--- src/pkg/power_comms_pkg.sv ---
// constants and types shared by the power state and comms control block
package power_comms_pkg;

	localparam logic [7:0]  DEV_ADDR_BYTE  = 8'h52;
	localparam logic [15:0] CMD_IDX        = 16'h0000;
	localparam logic [15:0] STAT_IDX       = 16'h0001;
	localparam logic [15:0] REG_BASE       = 16'h0100;
	localparam logic [15:0] IDX_STEP       = 16'h0001;
	localparam logic [7:0]  CMD_START      = 8'h01;
	localparam logic [7:0]  CMD_STOP       = 8'h02;
	localparam logic [7:0]  CMD_LOW_POWER  = 8'h03;
	localparam logic [7:0]  CMD_HIGH_POWER = 8'h04;
	localparam logic [7:0]  READ_NONE      = 8'h00;
	localparam logic [2:0]  BYTE_LAST      = 3'h7;
	localparam logic [3:0]  BITS_SENT      = 4'h8;
	localparam logic [3:0]  CNT_ONE        = 4'h1;

	typedef enum logic [1:0] {
		high_power_idle_state,
		low_power_idle_state,
		ranging_state
	} pwr_state_t;

	typedef enum logic [2:0] {
		ph_idle,
		ph_addr,
		ph_idxh,
		ph_idxl,
		ph_wdat,
		ph_rdat,
		ph_ack,
		ph_mack
	} bus_phase_t;

endpackage : power_comms_pkg

--- src/verilog/power_state_comms_control.sv ---
// power state machine and serial-bus target with comms enable and comms reset
`timescale 1ns/100ps
module power_state_comms_control
	import power_comms_pkg::*;
#(
	parameter int REG_DEPTH = 16
)(
	input  wire logic       clk,
	input  wire logic       rst_n,
	input  wire logic       comms_reset_pin,
	input  wire logic       comms_enable_pin,
	input  wire logic       scl_in,
	input  wire logic       sda_in,
	output logic            sda_out,
	output logic            sda_oe,
	input  wire logic       int_request,
	output logic            int_out,
	output logic            int_oe,
	input  wire logic       spare_drive_low,
	output logic            spare_io_out,
	output logic            spare_io_oe,
	output pwr_state_t      power_state,
	output logic            light_emitter,
	output logic            start_refused
);
	localparam int AW = $clog2(REG_DEPTH);
	if (REG_DEPTH < 2 || REG_DEPTH > 256)
	begin : g_depth_check
		$error("REG_DEPTH must lie between 2 and 256");
	end
	typedef logic [REG_DEPTH-1:0][7:0] mem_t;
	typedef struct packed {
		logic [1:0] rst_s;
		logic [1:0] dis_s;
		logic [1:0] scl_s;
		logic [1:0] sda_s;
		logic       scl_d;
		logic       sda_d;
		bus_phase_t phase;
		bus_phase_t after;
		logic       ack_on;
		logic [3:0] cnt;
		logic [7:0] shift;
		logic [15:0] idx;
		logic       sda_oe;
		mem_t       mem;
		pwr_state_t pstate;
		logic       via_pin;
		logic       light;
		logic       refused;
		logic       int_oe;
		logic       gp_oe;
	} state_t;
	state_t q;
	state_t d;
	logic   scl_rise;
	logic   scl_fall;
	logic   bus_start;
	logic   bus_stop;
	logic   comms_off;
	logic   wr_hit;
	logic   cmd_hit;
	logic [7:0] wr_byte;
	function automatic logic in_user(input logic [15:0] idx);
		in_user = (idx >= REG_BASE) && (idx < REG_BASE + 16'(REG_DEPTH));
	endfunction : in_user
	function automatic logic [AW-1:0] user_off(input logic [15:0] idx);
		logic [15:0] off;
		off = idx - REG_BASE;
		user_off = off[AW-1:0];
	endfunction : user_off
	function automatic logic [7:0] read_byte(input logic [15:0] idx, input mem_t mem,
		input pwr_state_t ps);
		if (idx == STAT_IDX)
			read_byte = {6'h00, ps};
		else if (in_user(idx))
			read_byte = mem[user_off(idx)];
		else
			read_byte = READ_NONE;
	endfunction : read_byte
	// only second and third sync stages are looked at
	assign scl_rise  = q.scl_s[1] & ~q.scl_d;
	assign scl_fall  = ~q.scl_s[1] & q.scl_d;
	assign bus_start = q.scl_s[1] & q.scl_d & q.sda_d & ~q.sda_s[1];
	assign bus_stop  = q.scl_s[1] & q.scl_d & ~q.sda_d & q.sda_s[1];
	assign comms_off = q.rst_s[1] | q.dis_s[1];
	always_comb
	begin
		logic [7:0] byte_in;
		logic [7:0] rb;
		byte_in = {q.shift[6:0], q.sda_s[1]};
		rb      = read_byte(q.idx, q.mem, q.pstate);
		d       = q;
		wr_hit  = 1'b0;
		cmd_hit = 1'b0;
		wr_byte = byte_in;
		d.rst_s = {q.rst_s[0], comms_reset_pin};
		// pin stored inverted so the reset value means enabled
		d.dis_s = {q.dis_s[0], ~comms_enable_pin};
		d.scl_s = {q.scl_s[0], scl_in};
		d.sda_s = {q.sda_s[0], sda_in};
		d.scl_d = q.scl_s[1];
		d.sda_d = q.sda_s[1];
		d.refused = 1'b0;
		if (comms_off)
		begin
			d.phase  = ph_idle;
			d.sda_oe = 1'b0;
			d.ack_on = 1'b0;
		end
		else if (bus_start)
		begin
			d.phase  = ph_addr;
			d.cnt    = '0;
			d.sda_oe = 1'b0;
			d.ack_on = 1'b0;
		end
		else if (bus_stop)
		begin
			d.phase  = ph_idle;
			d.sda_oe = 1'b0;
			d.ack_on = 1'b0;
		end
		else if (scl_rise)
		begin
			case (q.phase)
				ph_addr, ph_idxh, ph_idxl, ph_wdat:
				begin
					d.shift = byte_in;
					d.cnt   = q.cnt + CNT_ONE;
					if (q.cnt[2:0] == BYTE_LAST)
					begin
						d.cnt    = '0;
						d.phase  = ph_ack;
						d.ack_on = 1'b0;
						case (q.phase)
							ph_addr:
							begin
								if (byte_in[7:1] == DEV_ADDR_BYTE[7:1])
									d.after = byte_in[0] ? ph_rdat : ph_idxh;
								else
									d.phase = ph_idle;
							end
							ph_idxh:
							begin
								d.idx[15:8] = byte_in;
								d.after     = ph_idxl;
							end
							ph_idxl:
							begin
								d.idx[7:0] = byte_in;
								d.after    = ph_wdat;
							end
							default:
							begin
								wr_hit  = 1'b1;
								d.idx   = q.idx + IDX_STEP;
								d.after = ph_wdat;
							end
						endcase
					end
				end
				ph_mack:
				begin
					// host nack ends the read
					if (q.sda_s[1])
						d.phase = ph_idle;
					else
					begin
						d.shift = rb;
						d.cnt   = '0;
						d.phase = ph_rdat;
					end
				end
				default: ;
			endcase
		end
		else if (scl_fall)
		begin
			case (q.phase)
				ph_ack:
				begin
					if (!q.ack_on)
					begin
						d.sda_oe = 1'b1;
						d.ack_on = 1'b1;
					end
					else
					begin
						d.ack_on = 1'b0;
						d.sda_oe = 1'b0;
						d.phase  = q.after;
						d.cnt    = '0;
						if (q.after == ph_rdat)
						begin
							d.sda_oe = ~rb[7];
							d.shift  = {rb[6:0], 1'b0};
							d.cnt    = CNT_ONE;
						end
					end
				end
				ph_rdat:
				begin
					if (q.cnt < BITS_SENT)
					begin
						d.sda_oe = ~q.shift[7];
						d.shift  = {q.shift[6:0], 1'b0};
						d.cnt    = q.cnt + CNT_ONE;
					end
					else
					begin
						d.sda_oe = 1'b0;
						d.phase  = ph_mack;
						d.idx    = q.idx + IDX_STEP;
					end
				end
				default: ;
			endcase
		end
		cmd_hit = wr_hit && (q.idx == CMD_IDX);
		// array writes come only from the bus; no power-state change clears it, only rst_n does
		if (wr_hit && in_user(q.idx))
			d.mem[user_off(q.idx)] = wr_byte;
		if (cmd_hit && wr_byte == CMD_START && q.pstate != high_power_idle_state)
			d.refused = 1'b1;
		case (q.pstate)
			high_power_idle_state:
			begin
				if (q.dis_s[1])
				begin
					d.pstate  = low_power_idle_state;
					d.via_pin = 1'b1;
				end
				else if (cmd_hit && wr_byte == CMD_START)
					d.pstate = ranging_state;
				else if (cmd_hit && wr_byte == CMD_LOW_POWER)
				begin
					d.pstate  = low_power_idle_state;
					d.via_pin = 1'b0;
				end
			end
			low_power_idle_state:
			begin
				// straight back, no boot sequence
				if (q.via_pin && !q.dis_s[1])
					d.pstate = high_power_idle_state;
				else if (!q.via_pin && cmd_hit && wr_byte == CMD_HIGH_POWER)
					d.pstate = high_power_idle_state;
			end
			ranging_state:
			begin
				if (cmd_hit && wr_byte == CMD_STOP)
					d.pstate = high_power_idle_state;
			end
			default:
				d.pstate = high_power_idle_state;
		endcase
		d.light  = (d.pstate == ranging_state);
		d.int_oe = int_request;
		d.gp_oe  = spare_drive_low;
	end
	// reset enters high-power idle, bus idle, pins released
	always_ff @(posedge clk or negedge rst_n)
	begin
		if (!rst_n)
			q <= '0;
		else
			q <= d;
	end
	assign sda_out       = 1'b0;
	assign sda_oe        = q.sda_oe;
	assign int_out       = 1'b0;
	assign int_oe        = q.int_oe;
	assign spare_io_out  = 1'b0;
	assign spare_io_oe   = q.gp_oe;
	assign power_state   = q.pstate;
	assign light_emitter = q.light;
	assign start_refused = q.refused;
endmodule : power_state_comms_control

--- config.mk ---
export PLATFORM = sky130hd
export DESIGN_NAME = power_state_comms_control
export DESIGN_NICKNAME = d
export VERILOG_FILES = /design/src/pkg/power_comms_pkg.sv /design/src/verilog/power_state_comms_control.sv
export SDC_FILE = /design/constraint.sdc
export NUM_CORES = 1
export LEC_CHECK = 0
export BUFFER_PORTS_ARGS = -buffer_cell sky130_fd_sc_hd__clkbuf_2
export CORE_MARGIN = 3
export CORE_UTILIZATION = 43
export CTS_BUF_LIST = sky130_fd_sc_hd__clkbuf_4 sky130_fd_sc_hd__clkbuf_8
export DETAILED_ROUTE_END_ITERATION = 6
export HOLD_SLACK_MARGIN = 0.06
export SKIP_CTS_REPAIR_TIMING = 1
export SLEW_MARGIN = 5
export SYNTH_ARGS = -nofsm -noshare
export SYNTH_HDL_FRONTEND = slang
export SYNTH_SLANG_ARGS = --single-unit
--- constraint.sdc ---
create_clock -name clk -period 2.1 [get_ports clk]
set_input_delay 0.315 -clock clk [delete_from_list [all_inputs] [get_ports clk]]
set_output_delay 0.315 -clock clk [all_outputs]
set_load 0.01 [all_outputs]
# Yosys cells after proc, flatten, opt, wreduce, memory -nomap -nowiden

Index checks and enable logic that the tools add are counted.

Add/subtract/negate cells: 3
Order comparisons: 5
Equal/unequal tests: 41
Mux-type cells: 78
Bitwise gates (word level): 18
Reductions and logical operators: 38

Operator list:

| kind                    | number |
|---|---|
| $bwmux W128             | 1 |
| $mux W30                | 4 |
| $mux W16                | 4 |
| $pmux W12 S2            | 2 |
| $mux W11                | 4 |
| $mux W3                 | 14 |
| $mux W12                | 3 |
| $ne A6 B6 Y1 const B    | 6 |
| $bmux W8 S4             | 1 |
| $demux W8 S4            | 1 |
| $mux W8                 | 4 |
| $pmux W8 S2             | 2 |
| $mux W29                | 1 |
| $mux W28                | 1 |
| $reduce_bool A5 Y1      | 5 |
| $mux W1                 | 20 |
| $mux W4                 | 5 |
| $eq A3 B3 Y1 const B    | 6 |
| $pmux W3 S2             | 3 |
| $reduce_and A9 Y1       | 2 |
| $add A16 B1 Y16 const B | 1 |
| $eq A16 B1 Y1 const B   | 1 |
| $eq A8 B2 Y1 const B    | 2 |
| $ge A16 B9 Y1 const B   | 1 |
| other kinds (46)        | 89 |

Register bits after elaboration: 181
Input port bits: 8
Output and inout port bits: 10
Word-level logic and storage cells: 219

# Longest topological paths before layout

Depth in word-level cells: 17
Mapped depth: 10
Depth with buffers taken out: 7

# Worst setup path after synthesis

OpenSTA, ideal clock, no wires.

Kind: reg2reg
Start: register q[137] in the netlist's numbering
End: register q[111] in the netlist's numbering
Library setup time: 125 ps
Arrival: 2118 ps
Required time: 1975 ps
Setup slack: -143 ps
Stages on the path, launching flop included: 8
Buffers on the path: 3
Clock period less this slack: 2243 ps
Path through: dfrtp_1 > clkbuf_1 > buf_1 > inv_1 > ha_1 > clkdlybuf4s25_2 > nand4_2 > mux2_2

Word-level cells in the longest chain between the ends: 6
Elaborated cells between the ends (all ways): 11
Those cells by class: add/sub (1); order compare (4); mux (3); reduce/logical (3)

RTL lines:

| element                                                            | line                             | text |
|---|---|---|
| from (decl)                                                        | power_state_comms_control.sv:54  | `state_t q;` |
| from (signal assigned)                                             | power_state_comms_control.sv:266 | `q <= '0;` |
| from (signal assigned)                                             | power_state_comms_control.sv:268 | `q <= d;` |
| $sub A4 B1 Y4                                                      | power_state_comms_control.sv:69  | `off = idx - REG_BASE;` |
| $lt A4 B5 Y1 (implied by the code) or $ge A4 B1 Y1 (tied branches) | power_state_comms_control.sv:223 | `d.mem[user_off(q.idx)] = wr_byte;` |
| $logic_and A1 B1 Y1 (implied by the code)                          | power_state_comms_control.sv:223 |  |
| $mux W8 (implied by the code)                                      | power_state_comms_control.sv:223 |  |
| $demux W8 S4                                                       | power_state_comms_control.sv:223 |  |
| $bwmux W128                                                        | power_state_comms_control.sv:223 |  |

Parallel ways exist; a longest one is shown, timed or not.
A chain may end at the register's enable or synchronous reset.

# Final worst setup path

Start: register q[160] in the netlist's numbering
End: register q[49] in the netlist's numbering

Word-level cells in the longest chain between the ends: 8

RTL lines:

| element             | line                             | text |
|---|---|---|
| $eq A3 B3 Y1        | power_state_comms_control.sv:131 | `if (q.cnt[2:0] == BYTE_LAST)` |
| $mux W1             | power_state_comms_control.sv:131 |  |
| $mux W1             | power_state_comms_control.sv:126 | `case (q.phase)` |
| $mux W1             | power_state_comms_control.sv:124 | `else if (scl_rise)` |
| $mux W1             | power_state_comms_control.sv:118 | `else if (bus_stop)` |
| $mux W1             | power_state_comms_control.sv:111 | `else if (bus_start)` |
| $mux W1             | power_state_comms_control.sv:105 | `if (comms_off)` |
| $logic_and A1 B1 Y1 | power_state_comms_control.sv:222 | `if (wr_hit && in_user(q.idx))` |

No other way between the ends.

==> metrics.txt <==
Sink Count 181; Die Area 0.02387 mm2; Rel. slew slack 61.15%; worst stage delay on the critical path 0.39 ns; worst-path cell chain ha_2 > ha_4 > nand3_4 > a2111o_1 > buf_6 > nor4_4 > buf_6 > nand2_8 > mux2_4; Initial DRC Count 613; Setup violations, final 127; Synth cell types 82; sequential share of power 55.6%; total track usage 20.97%; Mapped Cells 802; Clk pin slew, worst setup/hold paths 0.11 ns; register area share after synthesis 47.77%; sw power 1.829 mW; VDD IR max 0.4089 mV; initial core utilization 44.40%; Peak Freq 0.4416 GHz; antenna viol nets, final 0; top post-synthesis cells by count dfrtp_1 (181), mux2_2 (154), nand2_1 (51), nor2_1 (40), a21oi_1 (31); violated checks negative setup slack; largest net degree at the start of global routing 100; first-pass GRT wire length 39430 um; status complete, but fails checks; worst setup margin -0.1647 ns; Setup crit end kind register; cell taking the most area after synthesis dfrtp_1; Tmin final 2.265 ns; unrepaired setup endpoints after global routing yes; DP Wirelength 16700 um; Gate power share 8.0%; routed via count 6935; pre-CTS WS -0.3073 ns; Static Leakage 5.262 nW; Residual DRC 0; total CTS buffers 17; setup_tns -10.94 ns; port bufs 14; antenna violations before repair 0; Clk Latency, worst-skew pair 0.48 ns; die width 154.5 um; H-tree depth 4; period utilization 107.8%; gpl congestion 0.9172; die height 154.5 um; area taken by multi-input logic gates 0.005084 mm2; Layout Skew 0.01606 ns; P&R area growth vs syn 20.15%; final hold violations 0; P per Cell Area 559.4 mW/mm2; syn_area_per_cell 11.82 um2; clock power share 36.4%; Pre-antenna DRT Iters 6; CP required 2.45 ns; vias in the first global route 7164; fraction of layout cells with a size suffix above 1 43.86%; Final Util 53.35%; crit-path max FO 8; share of the synthesized area in the top cell type 47.77%; critical path's slowest cell dfrtp_1; Area contributors post-synth dfrtp_1 (48%), mux2_2 (18%), mux4_2 (4.8%); mapped cell area 0.009482 mm2; DRT Wirelength 25230 um; core box area 0.02135 mm2; routed vias/inst 5.922; Longest Clk Path Bufs 2; CTS tree yes; FILL cells 1784; cell row count 53; Post-synth top flop dfrtp_1; Worst Hold Class register to register; Final #Nets 901; Arrival @ worst endpoint 2.62 ns; Final Power 6.373 mW; Slew Viols, Final 0; Max Cap Viol 0; Most Frequent Cell on Critical Path buf_6; most common cell in the synthesized netlist dfrtp_1; Sw Ratio 28.70%; number of synthesized register bits 181; root buffer cell clkbuf_8; Warnings, synthesis 0; # IOs 18; drt wl/cell 21.54 um; Internal 4.544 mW; Worst Setup Start Kind register; EDFF count, synth 0; diodes inserted 0; FF/Latch Area 0.004531 mm2; ys async rst share 100.0%; measured slew at the worst slew-check pin 0.5827 ns; crit path kind register to register; gr ovfl total 0
layer usage:
| metal | track usage (%) | routed length [um] | vias to the layer above | part of all wire [%] |
|---|---|---|---|---|
| met5 | 0 | 0 | - | 0 |
| met4 | 6.560 | 450 | 0 | 1.8 |
| met3 | 3.805 | 927 | 29 | 3.7 |
| met2 | 34.32 | 12660 | 177 | 50 |
| met1 | 28.56 | 11180 | 3594 | 44 |
| li1 | - | - | 3135 | - |
worst paths after layout:
| path | start | endpoint | slack [ns] | cells after the start |
|---|---|---|---|---|
| max | q[160]$_DFFE_PN0P_ | q[49]$_DFFE_PN0P_ | -0.16 | 9 |
| min | d[180]$_DFF_PN0_ | q[180]$_DFF_PN0_ | 0.35 | 0 |
| max reg2reg | q[160]$_DFFE_PN0P_ | q[49]$_DFFE_PN0P_ | -0.16 | 9 |
| min reg2reg | d[180]$_DFF_PN0_ | q[180]$_DFF_PN0_ | 0.35 | 0 |
| max in group asynchronous | rst_n | q[38]$_DFFE_PN0P_ | 1.19 | 3 |
| min in group asynchronous | rst_n | q[141]$_DFFE_PN0P_ | 0.42 | 3 |
sequential cells by signal (all words and copies together), names as in the netlist:
name / flops
power_state: 2
d: 6
spare_io_oe: 1
start_refused: 1
int_oe: 1
sda_oe: 1
light_emitter: 1
q: 168
final cells by class:
class / count / share of cell area [%]
multi-input combinational: 545 / 44.62
sequential: 181 / 39.77
timing repair buffer: 118 / 8.600
tap: 275 / 3.020
clock buffer: 17 / 2.054
clock inverter: 14 / 1.241
inverter: 21 / 0.6919
layout by cell type, fill, tap and decap left out, drive strengths merged, types with 11 or more instances in the layout:
cell,count
mux4,20
nand2,55
inv,28
nor4,11
clkbuf,30
a31oi,13
dfrtp,181
nor3,14
nor2,41
o22ai,16
mux2,156
buf,98
o21ai,16
a21oi,31
nand3,21
power by group through the flow:
stage	logic, mW	clock network (mW)	registers [mW]
2_1_floorplan	0.237	0	3.61
3_3_place_gp	0.448	0	3.61
3_5_place_dp	0.459	0	3.61
4_1_cts	0.461	2.39	3.54
5_1_grt	0.555	2.52	3.55
6_report	0.508	2.32	3.55
per-stage QoR:
stage               instance area, um2  cells  hold WS, ns
finish                           11390   1171       0.3532
floorplan                         9579    804      0.01941
global route                     11390   1171       0.3636
global placement                 10330   1119       0.3339
CTS                              10710   1150      -0.1538
detailed placement               10330   1119       0.3416
worst max-delay path: cells and delay by family (launching register included):
| kind | cells | cell delay (ns) |
|---|---|---|
| AOI/OAI and AO/OA | 1 | 0.33 |
| DFF | 1 | 0.39 |
| adders and majority gates | 2 | 0.36 |
| and+or+nand+nor | 3 | 0.38 |
| buffers and inverters | 2 | 0.36 |
| muxes | 1 | 0.33 |
cell families (layout without fill, tap and decap cells):
kind of cell | count (synthesis) | after routing | synth area share [%]
other | 1 | 3 | 0.03955
and+or+nand+nor | 205 | 205 | 11.97
xor gates and xnor gates | 3 | 3 | 0.2772
adders and majority gates | 9 | 9 | 1.188
DFF | 181 | 181 | 47.77
buffers and inverters | 79 | 170 | 4.539
muxes | 184 | 184 | 24.12
AOI/OAI and AO/OA | 140 | 141 | 10.10
Note: power is estimated with default switching activity, not from simulation.
